[src/logic/epi_pkg.sv]
/*
  package for the external pin interrupt unit: register offsets, field layout,
  reset values, sense modes and timing constants.
  assumes a 32-bit avalon-mm slave port with word-aligned byte addresses.
*/
package epi_pkg;
  localparam int unsigned NCH = 3;
  localparam logic [4:0] OFF_SENSE = 5'h00;
  localparam logic [4:0] OFF_MASK = 5'h04;
  localparam logic [4:0] OFF_FLAGS = 5'h08;
  localparam logic [4:0] OFF_CTRL = 5'h0c;
  localparam logic [4:0] OFF_STATUS = 5'h10;
  localparam logic [7:0] SENSE_RST = 8'h00;
  localparam logic [2:0] MASK_RST = 3'h0;
  localparam logic [2:0] FLAGS_RST = 3'h0;
  localparam logic [1:0] CTRL_RST = 2'h0;
  localparam logic [2:0] PIN_RST = 3'h7;
  localparam logic WAIT_RST = 1'b1;
  localparam logic [15:0] SCNT_RST = 16'h0000;
  localparam logic [1:0] WAKE_SAMPLES = 2'h2;
  localparam logic [15:0] STARTUP_CYCLES_DEF = 16'h0040;
  localparam int unsigned CTRL_GIE_BIT = 0;
  localparam int unsigned CTRL_PDOWN_BIT = 1;

  typedef enum logic [1:0]
  {
    SENSE_LOW = 2'b00,
    SENSE_ANY = 2'b01,
    SENSE_FALL = 2'b10,
    SENSE_RISE = 2'b11
  } epi_sense_e;

  typedef enum logic [1:0]
  {
    WK_RUN = 2'b00,
    WK_DOWN = 2'b01,
    WK_START = 2'b10
  } epi_wake_e;

  typedef struct packed
  {
    logic [4:0] address;
    logic read;
    logic write;
    logic [31:0] writedata;
  } epi_req_s;
endpackage

[src/logic/epi_unit.sv]
/*
  external pin interrupt unit: three channels, sense selection, mask, flags,
  vector-entry acknowledge and power-down level wake-up.
  assumes pins synchronous to core_clk_i and a slow watchdog tick input.
*/
// Implementation choices: the address map and register access over Avalon-MM.
`timescale 1ns/1ns
module epi_unit
#(
  parameter logic [15:0] STARTUP_CYCLES = epi_pkg::STARTUP_CYCLES_DEF
)
(
  input wire logic core_clk_i,
  input wire logic sys_rst_i,
  input wire logic [4:0] avs_address_i,
  input wire logic avs_read_i,
  input wire logic avs_write_i,
  input wire logic [31:0] avs_writedata_i,
  output logic [31:0] avs_readdata_o,
  output logic avs_waitrequest_o,
  input wire logic [2:0] external_request_pins_i,
  input wire logic [2:0] vector_ack_i,
  input wire logic wdt_tick_i,
  output logic [2:0] request_o,
  output logic irq_o,
  output logic wake_o
);
  // bus request as one carrier
  epi_pkg::epi_req_s req;
  logic access;
  logic commit_wr;

  // register bank
  logic [7:0] sense_q;
  logic [7:0] sense_d;
  logic [2:0] mask_q;
  logic [2:0] mask_d;
  logic [1:0] ctrl_q;
  logic [1:0] ctrl_d;
  logic [31:0] rdata_q;
  logic [31:0] rdata_d;
  logic ack_q;
  logic ack_d;
  logic wait_q;
  logic wait_d;

  // pin sampling
  logic [2:0] pin_q;
  logic [2:0] pin_d;
  logic [2:0] prev_q;
  logic [2:0] prev_d;

  // flags and requests
  logic [2:0] flags_q;
  logic [2:0] flags_d;
  logic [2:0] req_q;
  logic [2:0] req_d;
  logic irq_q;
  logic irq_d;

  // wake sequencer
  epi_pkg::epi_wake_e wst_q;
  epi_pkg::epi_wake_e wst_d;
  logic [1:0] wcnt_q;
  logic [1:0] wcnt_d;
  logic [15:0] scnt_q;
  logic [15:0] scnt_d;
  logic wake_q;
  logic wake_d;

  // per-channel decode results
  logic [2:0] edge_hit;
  logic [2:0] level_act;
  logic [2:0] low_mode;
  logic [2:0] flags_vis;
  logic [2:0] w1c;
  logic pdown;
  logic gie;

  assign req = '{address: avs_address_i, read: avs_read_i, write: avs_write_i,
                 writedata: avs_writedata_i};
  // taken while no answer is pending; a write lands at the answer edge
  assign access = (req.read | req.write) & ~ack_q;
  assign commit_wr = req.write & ack_q;
  assign pdown = ctrl_q[epi_pkg::CTRL_PDOWN_BIT];
  assign gie = ctrl_q[epi_pkg::CTRL_GIE_BIT];
  assign w1c = (commit_wr && req.address == epi_pkg::OFF_FLAGS) ? req.writedata[2:0] : 3'h0;

  // per-channel sense decode
  genvar gi;
  generate
    for (gi = 0; gi < 3; gi++)
    begin : g_ch
      logic [1:0] sel;
      logic hit;
      assign sel = sense_q[2*gi+1:2*gi];
      assign low_mode[gi] = (sel == epi_pkg::SENSE_LOW);
      // level is taken from the sampled pin_q, not from the pad
      assign level_act[gi] = low_mode[gi] & ~pin_q[gi];
      always_comb
      begin
        case (epi_pkg::epi_sense_e'(sel))
          epi_pkg::SENSE_ANY:
          begin
            hit = pin_q[gi] ^ prev_q[gi];
          end
          epi_pkg::SENSE_FALL:
          begin
            hit = prev_q[gi] & ~pin_q[gi];
          end
          epi_pkg::SENSE_RISE:
          begin
            hit = ~prev_q[gi] & pin_q[gi];
          end
          default:
          begin
            hit = 1'b0;
          end
        endcase
      end
      // edges only count while the core clock runs
      assign edge_hit[gi] = hit & ~pdown;
      assign flags_vis[gi] = low_mode[gi] ? 1'b0 : flags_q[gi];
    end
  endgenerate

  // register bank next state
  always_comb
  begin
    sense_d = sense_q;
    mask_d = mask_q;
    ctrl_d = ctrl_q;
    rdata_d = 32'h0;
    ack_d = access;
    if (commit_wr)
    begin
      case (req.address)
        epi_pkg::OFF_SENSE:
        begin
          sense_d = req.writedata[7:0];
        end
        epi_pkg::OFF_MASK:
        begin
          mask_d = req.writedata[2:0];
        end
        epi_pkg::OFF_CTRL:
        begin
          ctrl_d = req.writedata[1:0];
        end
        default:
        begin
          ctrl_d = ctrl_q;
        end
      endcase
    end
    if (access && req.read)
    begin
      case (req.address)
        epi_pkg::OFF_SENSE:
        begin
          rdata_d = {24'h0, sense_q};
        end
        epi_pkg::OFF_MASK:
        begin
          rdata_d = {29'h0, mask_q};
        end
        epi_pkg::OFF_FLAGS:
        begin
          rdata_d = {29'h0, flags_vis};
        end
        epi_pkg::OFF_CTRL:
        begin
          rdata_d = {30'h0, ctrl_q};
        end
        epi_pkg::OFF_STATUS:
        begin
          rdata_d = {29'h0, pin_q};
        end
        default:
        begin
          rdata_d = 32'h0;
        end
      endcase
    end
    // completed wake hands the clock back
    if (wake_d)
    begin
      ctrl_d[epi_pkg::CTRL_PDOWN_BIT] = 1'b0;
    end
    wait_d = ~ack_d;
  end

  // sampling stage ahead of edge detection; level wake also sees this sampled pin_q
  always_comb
  begin
    pin_d = external_request_pins_i;
    prev_d = pin_q;
  end

  // flags and requests next state
  always_comb
  begin
    flags_d = flags_q & ~vector_ack_i;
    flags_d = flags_d & ~w1c;
    // a new event wins over acknowledge and clear in the same cycle
    flags_d = flags_d | edge_hit;
    flags_d = flags_d & ~low_mode;
    // nothing is requested until the core is awake
    req_d = pdown ? 3'h0 : ((flags_d | level_act) & mask_q);
    irq_d = gie & (|req_d);
  end

  // power-down wake sequencer
  always_comb
  begin
    wst_d = wst_q;
    wcnt_d = wcnt_q;
    scnt_d = scnt_q;
    wake_d = 1'b0;
    case (wst_q)
      epi_pkg::WK_RUN:
      begin
        wcnt_d = 2'h0;
        if (pdown)
        begin
          wst_d = epi_pkg::WK_DOWN;
        end
      end
      epi_pkg::WK_DOWN:
      begin
        if (!pdown)
        begin
          wst_d = epi_pkg::WK_RUN;
        end
        else if (wdt_tick_i)
        begin
          if (|(level_act & mask_q))
          begin
            wcnt_d = wcnt_q + 2'h1;
            if (wcnt_q + 2'h1 >= epi_pkg::WAKE_SAMPLES)
            begin
              wst_d = epi_pkg::WK_START;
              scnt_d = STARTUP_CYCLES;
            end
          end
          else
          begin
            wcnt_d = 2'h0;
          end
        end
      end
      epi_pkg::WK_START:
      begin
        scnt_d = scnt_q - 16'h1;
        // wake finishes whatever the level does now
        if (scnt_q <= 16'h1)
        begin
          wake_d = 1'b1;
          wst_d = epi_pkg::WK_RUN;
        end
      end
      default:
      begin
        wst_d = epi_pkg::WK_RUN;
      end
    endcase
  end

  always_ff @(posedge core_clk_i or posedge sys_rst_i)
  begin
    if (sys_rst_i)
    begin
      sense_q <= epi_pkg::SENSE_RST;
      mask_q <= epi_pkg::MASK_RST;
      ctrl_q <= epi_pkg::CTRL_RST;
      rdata_q <= 32'h0;
      ack_q <= 1'b0;
      wait_q <= epi_pkg::WAIT_RST;
    end
    else
    begin
      sense_q <= sense_d;
      mask_q <= mask_d;
      ctrl_q <= ctrl_d;
      rdata_q <= rdata_d;
      ack_q <= ack_d;
      wait_q <= wait_d;
    end
  end

  always_ff @(posedge core_clk_i or posedge sys_rst_i)
  begin
    if (sys_rst_i)
    begin
      pin_q <= epi_pkg::PIN_RST;
      prev_q <= epi_pkg::PIN_RST;
    end
    else
    begin
      pin_q <= pin_d;
      prev_q <= prev_d;
    end
  end

  always_ff @(posedge core_clk_i or posedge sys_rst_i)
  begin
    if (sys_rst_i)
    begin
      flags_q <= epi_pkg::FLAGS_RST;
      req_q <= 3'h0;
      irq_q <= 1'b0;
    end
    else
    begin
      flags_q <= flags_d;
      req_q <= req_d;
      irq_q <= irq_d;
    end
  end

  always_ff @(posedge core_clk_i or posedge sys_rst_i)
  begin
    if (sys_rst_i)
    begin
      wst_q <= epi_pkg::WK_RUN;
      wcnt_q <= 2'h0;
      scnt_q <= epi_pkg::SCNT_RST;
      wake_q <= 1'b0;
    end
    else
    begin
      wst_q <= wst_d;
      wcnt_q <= wcnt_d;
      scnt_q <= scnt_d;
      wake_q <= wake_d;
    end
  end

  assign avs_readdata_o = rdata_q;
  assign avs_waitrequest_o = wait_q;
  assign request_o = req_q;
  assign irq_o = irq_q;
  assign wake_o = wake_q;
endmodule

[config.mk]
export PLATFORM = sky130hd
export DESIGN_NAME = epi_unit
export DESIGN_NICKNAME = d
export VERILOG_FILES = /design/src/logic/epi_pkg.sv /design/src/logic/epi_unit.sv
export SDC_FILE = /design/constraint.sdc
export NUM_CORES = 1
export LEC_CHECK = 0
export BUFFER_PORTS_ARGS = -buffer_cell sky130_fd_sc_hd__buf_2
export CELL_PAD_IN_SITES_DETAIL_PLACEMENT = 2
export CELL_PAD_IN_SITES_GLOBAL_PLACEMENT = 2
export CORE_MARGIN = 5
export CORE_UTILIZATION = 29
export CTS_BUF_LIST = sky130_fd_sc_hd__clkbuf_8
export CTS_CLUSTER_DIAMETER = 80
export DETAILED_ROUTE_END_ITERATION = 12
export GPL_TIMING_DRIVEN = 1
export PLACE_DENSITY_LB_ADDON = 0.2
export RECOVER_POWER = 25
export SYNTH_ARGS = -nofsm -noshare
export SYNTH_HDL_FRONTEND = slang
export SYNTH_SLANG_ARGS = --single-unit
[constraint.sdc]
create_clock -name core_clk_i -period 1.9 [get_ports core_clk_i]
set_input_delay 0.285 -clock core_clk_i [delete_from_list [all_inputs] [get_ports core_clk_i]]
set_output_delay 0.285 -clock core_clk_i [all_outputs]
set_load 0.05 [all_outputs]
==> results by stage, run 1 <==
Drt:
- The aggregate routed wire length is roughly 9000 um.
- The mean number of vias per cell is 4.789.
- Once detail routing completed, the nets flagged for antenna violations numbered 0.
- The detailed-routed wire length on met3 is 393 um.
- In the routed design, unresolved DRC markers number 0.
- The highest metal layer used by the detailed router is met4.
- The routed length per instance is ~17 um.
- Summed over all nets, wire length on met2 after detailed routing comes to between 4000 and 5000 um.
- The total routed wire length on the met1 layer is approximately 3600 um.
- After the first detailed-routing iteration, the DRC count stood at 64.
- The first detailed-routing pass took 4 iterations.
- The total via count in the routed design is between 2000 and 3000.

Global routing:
- The initial antenna violation count is 0.
- The number of global-route vias before repair is between 2000 and 3000.
- The wire length of the first global-routing pass is around 14000 um.
- The maximum number of pins on one net before global-route repair is between 40 and 50.
- The overflow left after global routing is 0.
- Global routing used between 10% and 20% of the available tracks across all layers.

STA:
- The count of endpoints failing hold in the final timing report is 0.
- The maximum clock skew at final layout is about 0.013 ns.
- Setup violations remaining at the end of the flow were counted as 2.
- Hold is met by a little over 0.05 ns.
- The worst-margin pin slew is roughly 0.76 ns.
- Across all setup checks in the final design, the least slack found is -0.02628 ns.
- The share of the cycle needed by the critical path after routing is 101.4%.
- The final critical-path required period is 1.926 ns.
- Static timing analysis puts the maximum clock frequency at 0.5191 GHz.
- Setup repair after global routing could not meet its margin everywhere.
- The final count of pins violating max slew was 0.
- The worst slew margin relative to its limit is around 49%.

Setup path:
- In this run the worst path has a maximum fanout of 2.
- The startpoint of the worst-slack reg-to-reg timing path is pin_q[2].
- The worst setup path is captured at a flip-flop.
- The critical path start-end classification is flip-flop to flip-flop.
- Data on the critical path is required at its endpoint by around 2.2 ns.
- The slack of the worst reg-to-reg path is -0.03 ns.
- The data arrival time of the worst path is between 2 and 2.5 ns.
- The worst setup path is launched from a flip-flop.
- The worst setup path startpoint is pin_q[2].

Final layout:
- Of the cells placed in the final design, the portion with a size suffix greater than 1 is 40.51%.
- The number of inserted filler cells in the final layout is between 1000 and 1500.
- The design area is 4123 um2.
- From synthesis to final layout, the design area changed by 37.87%.
- The net count of the finished layout is around 450.
- The antenna diode count is 0.

Synth:
- In this run, synthesis inferred 0 flip-flops with an integrated enable.
- The proportion of register bits with asynchronous set or reset after synthesis is 100.0%.
- After synthesis the netlist holds a flip-flop and latch count of 57.
- The yosys synthesis warning count is 0.
- The average instance in the mapped netlist occupies slightly above 10 um2.
- The dominant synthesized flop cell is sky130_fd_sc_hd__dfrtp_1.
- The number of instances in the synthesized netlist is roughly 300.
- By count the netlist is led by sky130_fd_sc_hd__dfrtp_1, sky130_fd_sc_hd__buf_4, sky130_fd_sc_hd__nor2_1.
- The fraction of the yosys area taken by sequential cells is approximately 48%.
- Yosys attributes the largest share of cell area to sky130_fd_sc_hd__dfrtp_1, sky130_fd_sc_hd__buf_4, sky130_fd_sc_hd__dfstp_2.
- The post-synth design cell area is 2990 um2.
- Yosys mapped the design onto 50 distinct sky130hd cell types.
- The library cell with the highest instance count after synthesis is sky130_fd_sc_hd__dfrtp_1.
- The synthesized design spends more area on one cell type than any other, namely sky130_fd_sc_hd__dfrtp_1.
- The share of Yosys cell area claimed by the top area cell type is between 40% and 50%.

Clocking:
- The clock network latency to the later pin of the worst-skew pair is 0.35 ns.
- Clock-pin slew was measured on the worst setup and hold paths at about 0.070 ns.
- The clock buffer count from CTS is 9.
- The CTS tree is done.
- The maximum buffer depth of the clock tree is 2.
- The root cell of the clock tree is sky130_fd_sc_hd__clkbuf_8.
- The maximum level of the CTS H-tree is 3.
- Counting every sink on the clock net gives 57.

Place:
- Summing all placed instances gives a cell area of ~3600 um2.
- The weighted congestion at the end of routability-driven global placement is slightly above 0.8.
- During placement, the flow inserted port buffers numbering 37.
- Detailed placement ended at an HPWL of 6371 um.
- At the placement stage, the worst setup path has a slack of -0.2691 ns.

Floorplan:
- The die is between 100 and 150 um tall.
- The floorplan step defined a die boundary enclosing between 10000 and 15000 um2.
- The standard-cell row count is 37.
- In this run the standard cell core region covers just over 10000 um2.
- The floorplan die width is approximately 110 um.
- The effective utilization at floorplan is between 20% and 30%.
- During I/O placement, the number of pins put on the boundary was 86.

Status:
- The checks that failed: setup timing.
- The run finished, with violations left.

Power and ir drop:
- The leakage component of the power is between 1.5 and 2 nW.
- The worst IR drop on VDD is slightly above 0.3 mV.
- The design draws between 3 and 4 mW.
- Dividing total power by cell area gives a power density of around 830 nW/um2.

Run:
- Across the run, the number of max-cap violations was 0.

Worst hold path:
- The startpoint identified for the worst hold timing path is external_request_pins_i[0].
- The tightest min-delay check is of the primary input to flip-flop type.
## kinds of logic after synthesis
family	count (synthesis)	share of synthesized area [%]
adder cells (fa/ha/maj)	8	3.347
AND/OR/NAND/NOR	103	18.83
XOR/XNOR	3	0.8788
other	1	0.1254
flip-flops	57	47.99
AO/OA/AOI/OAI	58	12.93
buffers and inverters	49	9.456
multiplexers	18	6.444
## report_power, final
| group | internal (mW) | switching (mW) | total (mW) | leakage [nW] |
|---|---|---|---|---|
| Clock | 0.767 | 0.520 | 1.29 | 0.117 |
| Sequential | 1.31 | 0.0555 | 1.36 | 0.708 |
| Combinational | 0.306 | 0.481 | 0.787 | 1.07 |
## path summary, 6_finish.rpt
| path | endpoint | cells after the start |
|---|---|---|
| hold reg to reg | avs_readdata_o[7] | 1 |
| min in group asynchronous | scnt_q[11] | 3 |
| setup / recovery | irq_o | 7 |
| setup reg to reg | irq_o | 7 |
| max in group asynchronous | prev_q[0] | 4 |
| hold / removal | pin_q[0] | 1 |
## stage by stage
step	util, %	cells	TNS (ns)
6_report	40.48	531	-0.03247
3_3_place_gp	35.04	504	-2.232
2_1_floorplan	-	320	0
5_1_grt	40.48	531	-0.5028
4_1_cts	38.64	525	0
3_5_place_dp	35.04	504	-2.899
## metal layers
layer	vias up	track usage [%]
met2	44	26.46
met5	-	0
met1	1296	16.36
met4	0	4.623
met3	11	4.511
li1	1192	-
## worst max-delay path, stage by stage (launching register included)
cell and delay, ns:
sky130_fd_sc_hd__dfstp_2 0.56, sky130_fd_sc_hd__buf_6 0.11, sky130_fd_sc_hd__inv_4 0.03, sky130_fd_sc_hd__ha_4 0.21, sky130_fd_sc_hd__o211ai_1 0.29, sky130_fd_sc_hd__a21oi_4 0.10, sky130_fd_sc_hd__a2111oi_4 0.38, sky130_fd_sc_hd__o31a_1 0.18
## area by class of cell
type	instances	area (um2)	area share, %
clock buffers	10	137.6	3.338
well taps	136	170.2	4.127
inverters	16	62.56	1.517
flip-flops and latches	57	1435	34.81
clock inverters	6	82.58	2.003
multi-input cells	214	1582	38.36
repair buffers	92	653.1	15.84
## state kept, by name (all words and copies together), names as in the netlist, 3 cells and up
signal,count
avs_readdata_o,8
flags_q,3
mask_q,3
pin_q,3
prev_q,3
request_o,3
scnt_q,16
sense_q,8
## cell usage in the layout (no fill, tap or decap), types with 3 or more instances in the layout
| cell type | synthesis | layout |
|---|---|---|
| sky130_fd_sc_hd__nand2_1 | 18 | 18 |
| sky130_fd_sc_hd__o22ai_1 | 3 | 3 |
| sky130_fd_sc_hd__buf_6 | 0 | 6 |
| sky130_fd_sc_hd__and2_1 | 6 | 5 |
| sky130_fd_sc_hd__inv_1 | 16 | 16 |
| sky130_fd_sc_hd__conb_1 | 1 | 24 |
| sky130_fd_sc_hd__o21ai_2 | 0 | 4 |
| sky130_fd_sc_hd__o21a_1 | 4 | 4 |
| sky130_fd_sc_hd__mux2i_1 | 8 | 8 |
| sky130_fd_sc_hd__buf_4 | 25 | 44 |
| sky130_fd_sc_hd__o31ai_1 | 7 | 7 |
| sky130_fd_sc_hd__or3_4 | 0 | 6 |
| sky130_fd_sc_hd__nand2b_1 | 6 | 6 |
| sky130_fd_sc_hd__mux2_2 | 10 | 10 |
| sky130_fd_sc_hd__clkbuf_8 | 0 | 10 |
| sky130_fd_sc_hd__dfstp_2 | 7 | 6 |
| sky130_fd_sc_hd__dfrtp_1 | 50 | 50 |
| sky130_fd_sc_hd__a21oi_1 | 15 | 7 |
| sky130_fd_sc_hd__buf_2 | 4 | 37 |
| sky130_fd_sc_hd__a21oi_2 | 1 | 8 |
| sky130_fd_sc_hd__nor4b_2 | 0 | 3 |
| sky130_fd_sc_hd__nor2_1 | 21 | 21 |
| sky130_fd_sc_hd__or4_1 | 5 | 3 |
| sky130_fd_sc_hd__dlygate4sd3_1 | 0 | 3 |
| sky130_fd_sc_hd__o21ai_0 | 14 | 9 |
| sky130_fd_sc_hd__nand3_1 | 10 | 10 |
| sky130_fd_sc_hd__nor3_1 | 11 | 10 |
| sky130_fd_sc_hd__ha_1 | 8 | 5 |
## repair_timing
| item | in CTS | in global routing |
|---|---|---|
| resized for setup | 19 | 35 |
| hold buffers | 1 | 2 |
| buffers inserted | 5 | 5 |
| pin swaps | 8 | 23 |
| endpoints found under the hold margin | 16 | 2 |
| setup endpoints to repair | 12 | 15 |
Note: power is estimated with default switching activity, not from simulation.
==> run 2: changes to the inputs <==
--- a/config.mk
+++ b/config.mk
@@ -8,7 +8,7 @@
 export BUFFER_PORTS_ARGS = -buffer_cell sky130_fd_sc_hd__buf_2
 export CELL_PAD_IN_SITES_DETAIL_PLACEMENT = 2
 export CELL_PAD_IN_SITES_GLOBAL_PLACEMENT = 2
-export CORE_MARGIN = 5
+export CORE_ASPECT_RATIO = 0.7
 export CORE_UTILIZATION = 29
 export CTS_BUF_LIST = sky130_fd_sc_hd__clkbuf_8
 export CTS_CLUSTER_DIAMETER = 80
==> results by stage, run 2 (synthesized netlist as in run 1, its figures left out) <==
Status:
- The run finished, with violations left.
- The final reports fail on setup timing.

Clocking:
- The maximum level of the CTS H-tree is 3 (unchanged).
- The maximum buffer depth of the clock tree is 2 (unchanged).
- The number of clock sinks was 57 (unchanged).
- The CTS tree is done.
- The clock buffer count from CTS is 9 (unchanged).
- The root cell of the clock tree is sky130_fd_sc_hd__clkbuf_8.
- The clock input transition at the sequential cells of the worst setup and hold paths was 0.06 ns (about the same).
- The clock network latency to the later pin of the worst-skew pair is 0.35 ns (about the same).

Global routing:
- The total routing usage reported by global routing is 18.62% (+4.0 points).
- The wire length of the first global-routing pass was 14650 um (+1.4%).
- The maximum number of pins on one net before global-route repair came to 58 (+38%).
- The overflow left after global routing is 0 (unchanged).
- The initial antenna violation count is 0 (unchanged).
- The number of global-route vias before repair was 2715 (-6.1%).

Drt:
- The iteration-0 DRC count of the detailed router is 96 (+50%).
- The mean number of vias per cell came to 4.823 (+0.71%).
- The aggregate routed wire length is 9279 um (+2.6%).
- The number of nets still failing antenna checks after routing is 0 (unchanged).
- The number of design rule violations left after detail routing was 0 (unchanged).
- The total via count in the routed design is 2537 (-0.24%).
- The total iterations of the first detailed-routing run came to 4 (unchanged).
- The routed length per instance came to 17.64 um (+3.6%).

Final layout:
- The leading cell type in the layout, fill and taps excluded is sky130_fd_sc_hd__buf_4.
- The design area is 4048 um2 (-1.8%).
- More flip-flops sit in one register than any other, and that register is scnt_q.
- The non-filler instance count after layout is 526 (-0.94%).
- The number of nets at the end of the flow is 448 (+0.45%).
- In the layout the commonest cells are sky130_fd_sc_hd__buf_4, sky130_fd_sc_hd__dfrtp_1, sky130_fd_sc_hd__buf_2.
- The number of flip-flops in the largest register was 16 (unchanged).
- The fraction of layout instances using a drive strength above 1 is 38.29% (-2.2 points).
- The area growth from synthesis to layout is 35.36%.

Power and ir drop:
- The worst IR drop on VDD is 0.3488 mV (+14%).
- The leakage component of the power is 1.897 nW (about the same).
- The power density relative to cell area is 838.0 nW/um2 (+0.50%).

Place:
- The weighted congestion at the end of routability-driven global placement came to 0.7293 (-10%).
- The placed wire-length estimate came to 6658 um (+4.5%).
- The worst slack after detailed placement is -0.2790 ns (-0.009873 ns).
- The placed cell area is 3603 um2 (+0.98%).
- The total instance count after detailed placement is 502 (-0.40%).
- The count of port buffers added during placement is 37 (unchanged).

Setup path:
- On the critical path the largest part of the delay comes from simple AND/OR/NAND/NOR gates.
- The data arrival time of the worst path came to 2.26 ns (+0.05 ns).
- The critical path goes through nor4b_4, or3_4, a31oi_4, buf_6, or4_4, a21oi_2.
- The count of buffering cells on the critical path with inverters included was 1 (-1).
- The delay of the slowest cell on the worst path was 0.48 ns (-0.08 ns).
- The highest-delay cell along the critical path is sky130_fd_sc_hd__or4_4.
- The critical path start-end classification is flip-flop to flip-flop.
- The endpoint required time on the critical path came to 2.18 ns (about the same).
- The maximum net fanout on the critical path was 5 (+3).
- The startpoint type of the worst setup path is a flip-flop.
- STA classifies the critical path endpoint as a flip-flop.

STA:
- The count of endpoints failing hold in the final timing report is 0 (unchanged).
- The final critical-path required period is 1.988 ns (+0.06122 ns).
- The number of setup violations in the final report came to 6 (+4).
- The maximum clock skew at final layout was 0.009956 ns (-0.002950 ns).
- The final count of pins violating max slew was 0 (unchanged).
- The fmax was 0.5031 GHz (-3.1%).
- The share of the cycle needed by the critical path after routing was 104.6% (+3.2 points).
- The setup TNS came to -0.1872 ns (-0.1547 ns).
- The worst setup slack after layout is -0.08751 ns (-0.06122 ns).
- Setup repair after global routing could not meet its margin everywhere.
- The worst-margin pin slew was 0.8188 ns (+0.06143 ns).
- The worst slew margin relative to its limit is 45.41% (-4.0 points).

Floorplan:
- The vertical die dimension is 86.96 um (-22%).
- The die area is 10730 um2 (-14%).
- The standard-cell row count is 30 (-19%).
- The effective utilization at floorplan is 30.29% (+0.93 points).
- The floorplan die width is 123.4 um (+11%).
- The total I/O pin count is 86 (unchanged).
- The core box area was 9872 um2 (-3.1%).

Run:
- The max-cap violation count came to 0 (unchanged).

Worst hold path:
- The path class of the lowest-slack min-delay path is primary input to flip-flop.
[run 2: cell count changes in the layout (fill, tap and decap cells not counted), moves of 3 or more]
cell                       before  now
sky130_fd_sc_hd__a21oi_1        7   11
sky130_fd_sc_hd__a21oi_2        8    5
sky130_fd_sc_hd__buf_4         44   51
sky130_fd_sc_hd__buf_6          6    3
sky130_fd_sc_hd__clkbuf_8      10   13
sky130_fd_sc_hd__o21ai_0        9   12
sky130_fd_sc_hd__or3_1          2    5
sky130_fd_sc_hd__or3_4          6    3
[run 2: path summary, 6_finish.rpt]
check,slack (ns),cells after the start,startpoint,endpoint
setup / recovery,-0.09,6,sense_q[1],scnt_q[13]
setup reg to reg,-0.09,6,sense_q[1],scnt_q[13]
min in group asynchronous,0.76,4,sys_rst_i,wcnt_q[0]
hold / removal,0.03,1,external_request_pins_i[0],pin_q[0]
max in group asynchronous,0.62,4,sys_rst_i,sense_q[0]
hold reg to reg,0.48,1,sense_q[7],avs_readdata_o[7]
[run 2: layout make-up]
| cell class | instances | area, um2 |
|---|---|---|
| antenna | 1 | 2.502 |
| clock buffer | 13 | 178.9 |
| clock inverter | 3 | 38.79 |
| fill | 1086 | 5824 |
| inverter | 16 | 60.06 |
| multi-input combinational | 214 | 1534 |
| sequential | 57 | 1435 |
| tap | 128 | 160.2 |
| timing repair buffer | 94 | 638.1 |
[run 2: power by group]
group / switching (mW) / internal, mW
clock network: 0.496 / 0.742
registers: 0.0573 / 1.31
logic: 0.486 / 0.301
[run 2: repair_timing]
action,in CTS,in global routing
endpoints found under the hold margin,5,0
pin swaps,8,11
setup buffers,4,4
hold buffers,1,0
endpoints found under the setup margin,19,23
resized for setup,20,17
gates cloned,0,1
[run 2: stage by stage]
step	util, %	hold WS, ns	power (mW)
2_1_floorplan	-	0.2895	1.839
3_3_place_gp	36.50	0.3753	2.069
3_5_place_dp	36.50	0.3778	2.095
4_1_cts	40.15	0.02237	3.440
5_1_grt	40.98	0.01581	3.559
6_report	41.00	0.03020	3.392
[run 2: worst register-to-register path, delay by kind of cell (launching register included)]
family          cells  cell delay [ns]
simple gates        3             1.09
compound gates      2             0.26
buf+inv             1             0.16
flops               1             0.42
[run 2: routing by layer]
metal	track usage [%]	part of all wire, %	vias up	routed length, um
li1	-	-	1190	-
met1	26.04	50	1276	4622
met2	28.19	45	63	4176
met3	5.497	4.2	8	388
met4	4.272	0.98	0	91
met5	0	0	-	0
==> run 3: changes to the inputs <==
--- a/config.mk
+++ b/config.mk
@@ -14,8 +14,10 @@
 export CTS_CLUSTER_DIAMETER = 80
 export DETAILED_ROUTE_END_ITERATION = 12
 export GPL_TIMING_DRIVEN = 1
+export HOLD_SLACK_MARGIN = 0.15
 export PLACE_DENSITY_LB_ADDON = 0.2
 export RECOVER_POWER = 25
 export SYNTH_ARGS = -nofsm -noshare
 export SYNTH_HDL_FRONTEND = slang
 export SYNTH_SLANG_ARGS = --single-unit
+export TNS_END_PERCENT = 100
==> results by stage, run 3 (synthesized netlist as in run 1, its figures left out) <==
Power and ir drop:
- The part of the total power dissipated in the clock network was 36.4% (about the same).
- The worst IR drop on VDD is 0.3489 mV (about the same).
- The reported net switching power is 1.041 mW (about the same).
- The part of the power in combinational logic is 23.3% (about the same).
- The power density relative to cell area came to 833.0 nW/um2 (-0.60%).
- The leakage component of the power was 1.910 nW (+0.66%).
- The cell internal power dissipation came to 2.356 mW (+0.17%).
- The portion of total power attributed to sequential cells is 40.2% (about the same).
- The net switching share of the total power is 30.63% (about the same).

Floorplan:
- The die area is 10730 um2 (unchanged).
- The total I/O pin count came to 86 (unchanged).
- The vertical die dimension came to 86.96 um (unchanged).
- The core box area is 9872 um2 (unchanged).
- The standard-cell row count came to 30 (unchanged).
- The effective utilization at floorplan was 30.29% (unchanged).
- The floorplan die width is 123.4 um (unchanged).

Drt:
- The total iterations of the first detailed-routing run is 4 (unchanged).
- The iteration-0 DRC count of the detailed router is 89 (-7.3%).
- The number of design rule violations left after detail routing is 0 (unchanged).
- The routed length per instance is 17.61 um (-0.19%).
- The total via count in the routed design was 2556 (+0.75%).
- The number of nets still failing antenna checks after routing came to 0 (unchanged).
- The aggregate routed wire length was 9314 um (+0.38%).
- The mean number of vias per cell is 4.832 (+0.18%).

Setup path:
- The data arrival time of the worst path was 2.27 ns (about the same).
- The maximum net fanout on the critical path is 5 (unchanged).
- STA classifies the critical path startpoint as a flip-flop.
- STA classifies the critical path endpoint as a flip-flop.
- The endpoint required time on the critical path came to 2.18 ns (about the same).
- The worst setup path is of the flip-flop to flip-flop kind.

Global routing:
- The initial antenna violation count is 0 (unchanged).
- The maximum number of pins on one net before global-route repair is 58 (unchanged).
- The number of global-route vias before repair is 2718 (+0.11%).
- The wire length of the first global-routing pass is 14660 um (about the same).
- The total routing usage reported by global routing is 18.63% (about the same).
- The overflow left after global routing is 0 (unchanged).

Run:
- The max-cap violation count came to 0 (unchanged).

Final layout:
- The non-filler instance count after layout is 529 (+0.57%).
- The number of nets at the end of the flow is 451 (+0.67%).
- The library cell used most frequently in the layout, excluding fill and tap cells, is sky130_fd_sc_hd__buf_4.
- scnt_q holds more flip-flops than any other register.
- Relative to the synthesized area, the layout overhead comes to 36.36%.
- The fraction of layout instances using a drive strength above 1 is 38.00% (-0.29 points).
- The library cells used most frequently in the layout, excluding fill and tap cells, are sky130_fd_sc_hd__buf_4, sky130_fd_sc_hd__dfrtp_1, sky130_fd_sc_hd__buf_2.
- The number of flip-flops in the largest register is 16 (unchanged).

STA:
- The worst-margin pin slew is 0.8215 ns (+0.002719 ns).
- The share of the cycle needed by the critical path after routing is 105.2% (+0.55 points).
- The fmax is 0.5005 GHz (-0.52%).
- The count of endpoints failing hold in the final timing report is 0 (unchanged).
- The worst slew margin relative to its limit is 45.23% (-0.18 points).
- The number of setup violations in the final report is 6 (unchanged).
- The smallest hold slack was 0.1704 ns (+0.1402 ns).
- The maximum clock skew at final layout is 0.01003 ns (+0.00007461 ns).
- The final critical-path required period was 1.998 ns (+0.01036 ns).
- Setup repair after global routing could not meet its margin everywhere.
- The worst setup slack after layout is -0.09787 ns (-0.01036 ns).
- The final count of pins violating max slew is 0 (unchanged).

Clocking:
- TritonCTS built the clock tree.
- The clock network latency to the later pin of the worst-skew pair was 0.35 ns (about the same).
- The clock buffer count from CTS is 9 (unchanged).
- The clock input transition at the sequential cells of the worst setup and hold paths is 0.06 ns (about the same).
- In this run the clock root is driven by a sky130_fd_sc_hd__clkbuf_8.
- The maximum level of the CTS H-tree is 3 (unchanged).
- The maximum buffer depth of the clock tree is 2 (unchanged).
- The number of clock sinks is 57 (unchanged).

Place:
- The placed wire-length estimate is 6658 um (unchanged).
- The worst slack after detailed placement came to -0.2790 ns (unchanged).
- The total instance count after detailed placement was 502 (unchanged).
- The weighted congestion at the end of routability-driven global placement is 0.7293 (unchanged).
- The count of port buffers added during placement came to 37 (unchanged).

Status:
- The run finished, with violations left.
- The final reports fail on setup timing.

Worst hold path:
- The worst hold path belongs to the class primary input to flip-flop.
## run 3: cell types whose count changed in the layout (fill, tap and decap cells not counted), sizes merged
| cell | before | now |
|---|---|---|
| dlygate4sd3 | 1 | 4 |
## run 3: worst max-delay path: stages (launching register included)
cell and delay, ns:
sky130_fd_sc_hd__dfrtp_1 0.42, sky130_fd_sc_hd__nor4b_4 0.40, sky130_fd_sc_hd__or3_4 0.22, sky130_fd_sc_hd__a31oi_4 0.11, sky130_fd_sc_hd__buf_6 0.16, sky130_fd_sc_hd__or4_4 0.48, sky130_fd_sc_hd__a21oi_2 0.14
## run 3: path summary, 6_finish.rpt
check / start / to / slack (ns) / cells past startpoint
min in group asynchronous: sys_rst_i / request_o[2] / 0.76 / 4
max in group asynchronous: sys_rst_i / sense_q[0] / 0.62 / 4
setup reg to reg: sense_q[1] / scnt_q[13] / -0.1 / 6
setup / recovery: sense_q[1] / scnt_q[13] / -0.1 / 6
hold reg to reg: sense_q[7] / avs_readdata_o[7] / 0.48 / 1
hold / removal: avs_writedata_i[4] / sense_q[4] / 0.17 / 2
## run 3: metal layers
layer | up-vias | part of all wire, % | wire length (um) | GRT usage (%)
li1 | 1197 | - | - | -
met1 | 1286 | 50 | 4673 | 26.04
met2 | 67 | 45 | 4221 | 28.24
met3 | 6 | 3.7 | 346 | 5.497
met4 | 0 | 0.77 | 72 | 4.272
met5 | - | 0 | 0 | 0
## run 3: final cells by class
cell class              count  area (um2)
well taps                 128       160.2
fillers                  1086        5794
diodes                      1       2.502
flip-flops and latches     57        1435
clock buffers              13       178.9
inverters                  16       60.06
multi-input cells         214        1534
repair buffers             97       668.1
clock inverters             3       38.79
## run 3: through the flow
| stage | cell area [um2] | power, mW | util [%] | TNS (ns) |
|---|---|---|---|---|
| floorplan | 3090 | 1.839 | - | 0 |
| global placement | 3603 | 2.069 | 36.50 | -1.990 |
| detailed placement | 3603 | 2.095 | 36.50 | -3.341 |
| CTS | 3994 | 3.445 | 40.46 | -0.1049 |
| global route | 4075 | 3.564 | 41.28 | -0.8901 |
| finish | 4078 | 3.397 | 41.31 | -0.1951 |
## run 3: timing repair
action / in CTS / in global routing
endpoints found under the setup margin: 19 / 23
pin swaps: 8 / 11
gates cloned: 0 / 1
hold endpoints to repair: 53 / 0
hold buffers: 4 / 0
resized for setup: 20 / 17
setup buffers: 4 / 4
## run 3: power groups by stage
stage	clock, mW	combinational, mW	sequential (mW)
floorplan	0	0.386	1.45
global placement	0	0.695	1.37
detailed placement	0	0.716	1.38
CTS	1.28	0.800	1.36
global route	1.33	0.854	1.38
finish	1.24	0.793	1.37
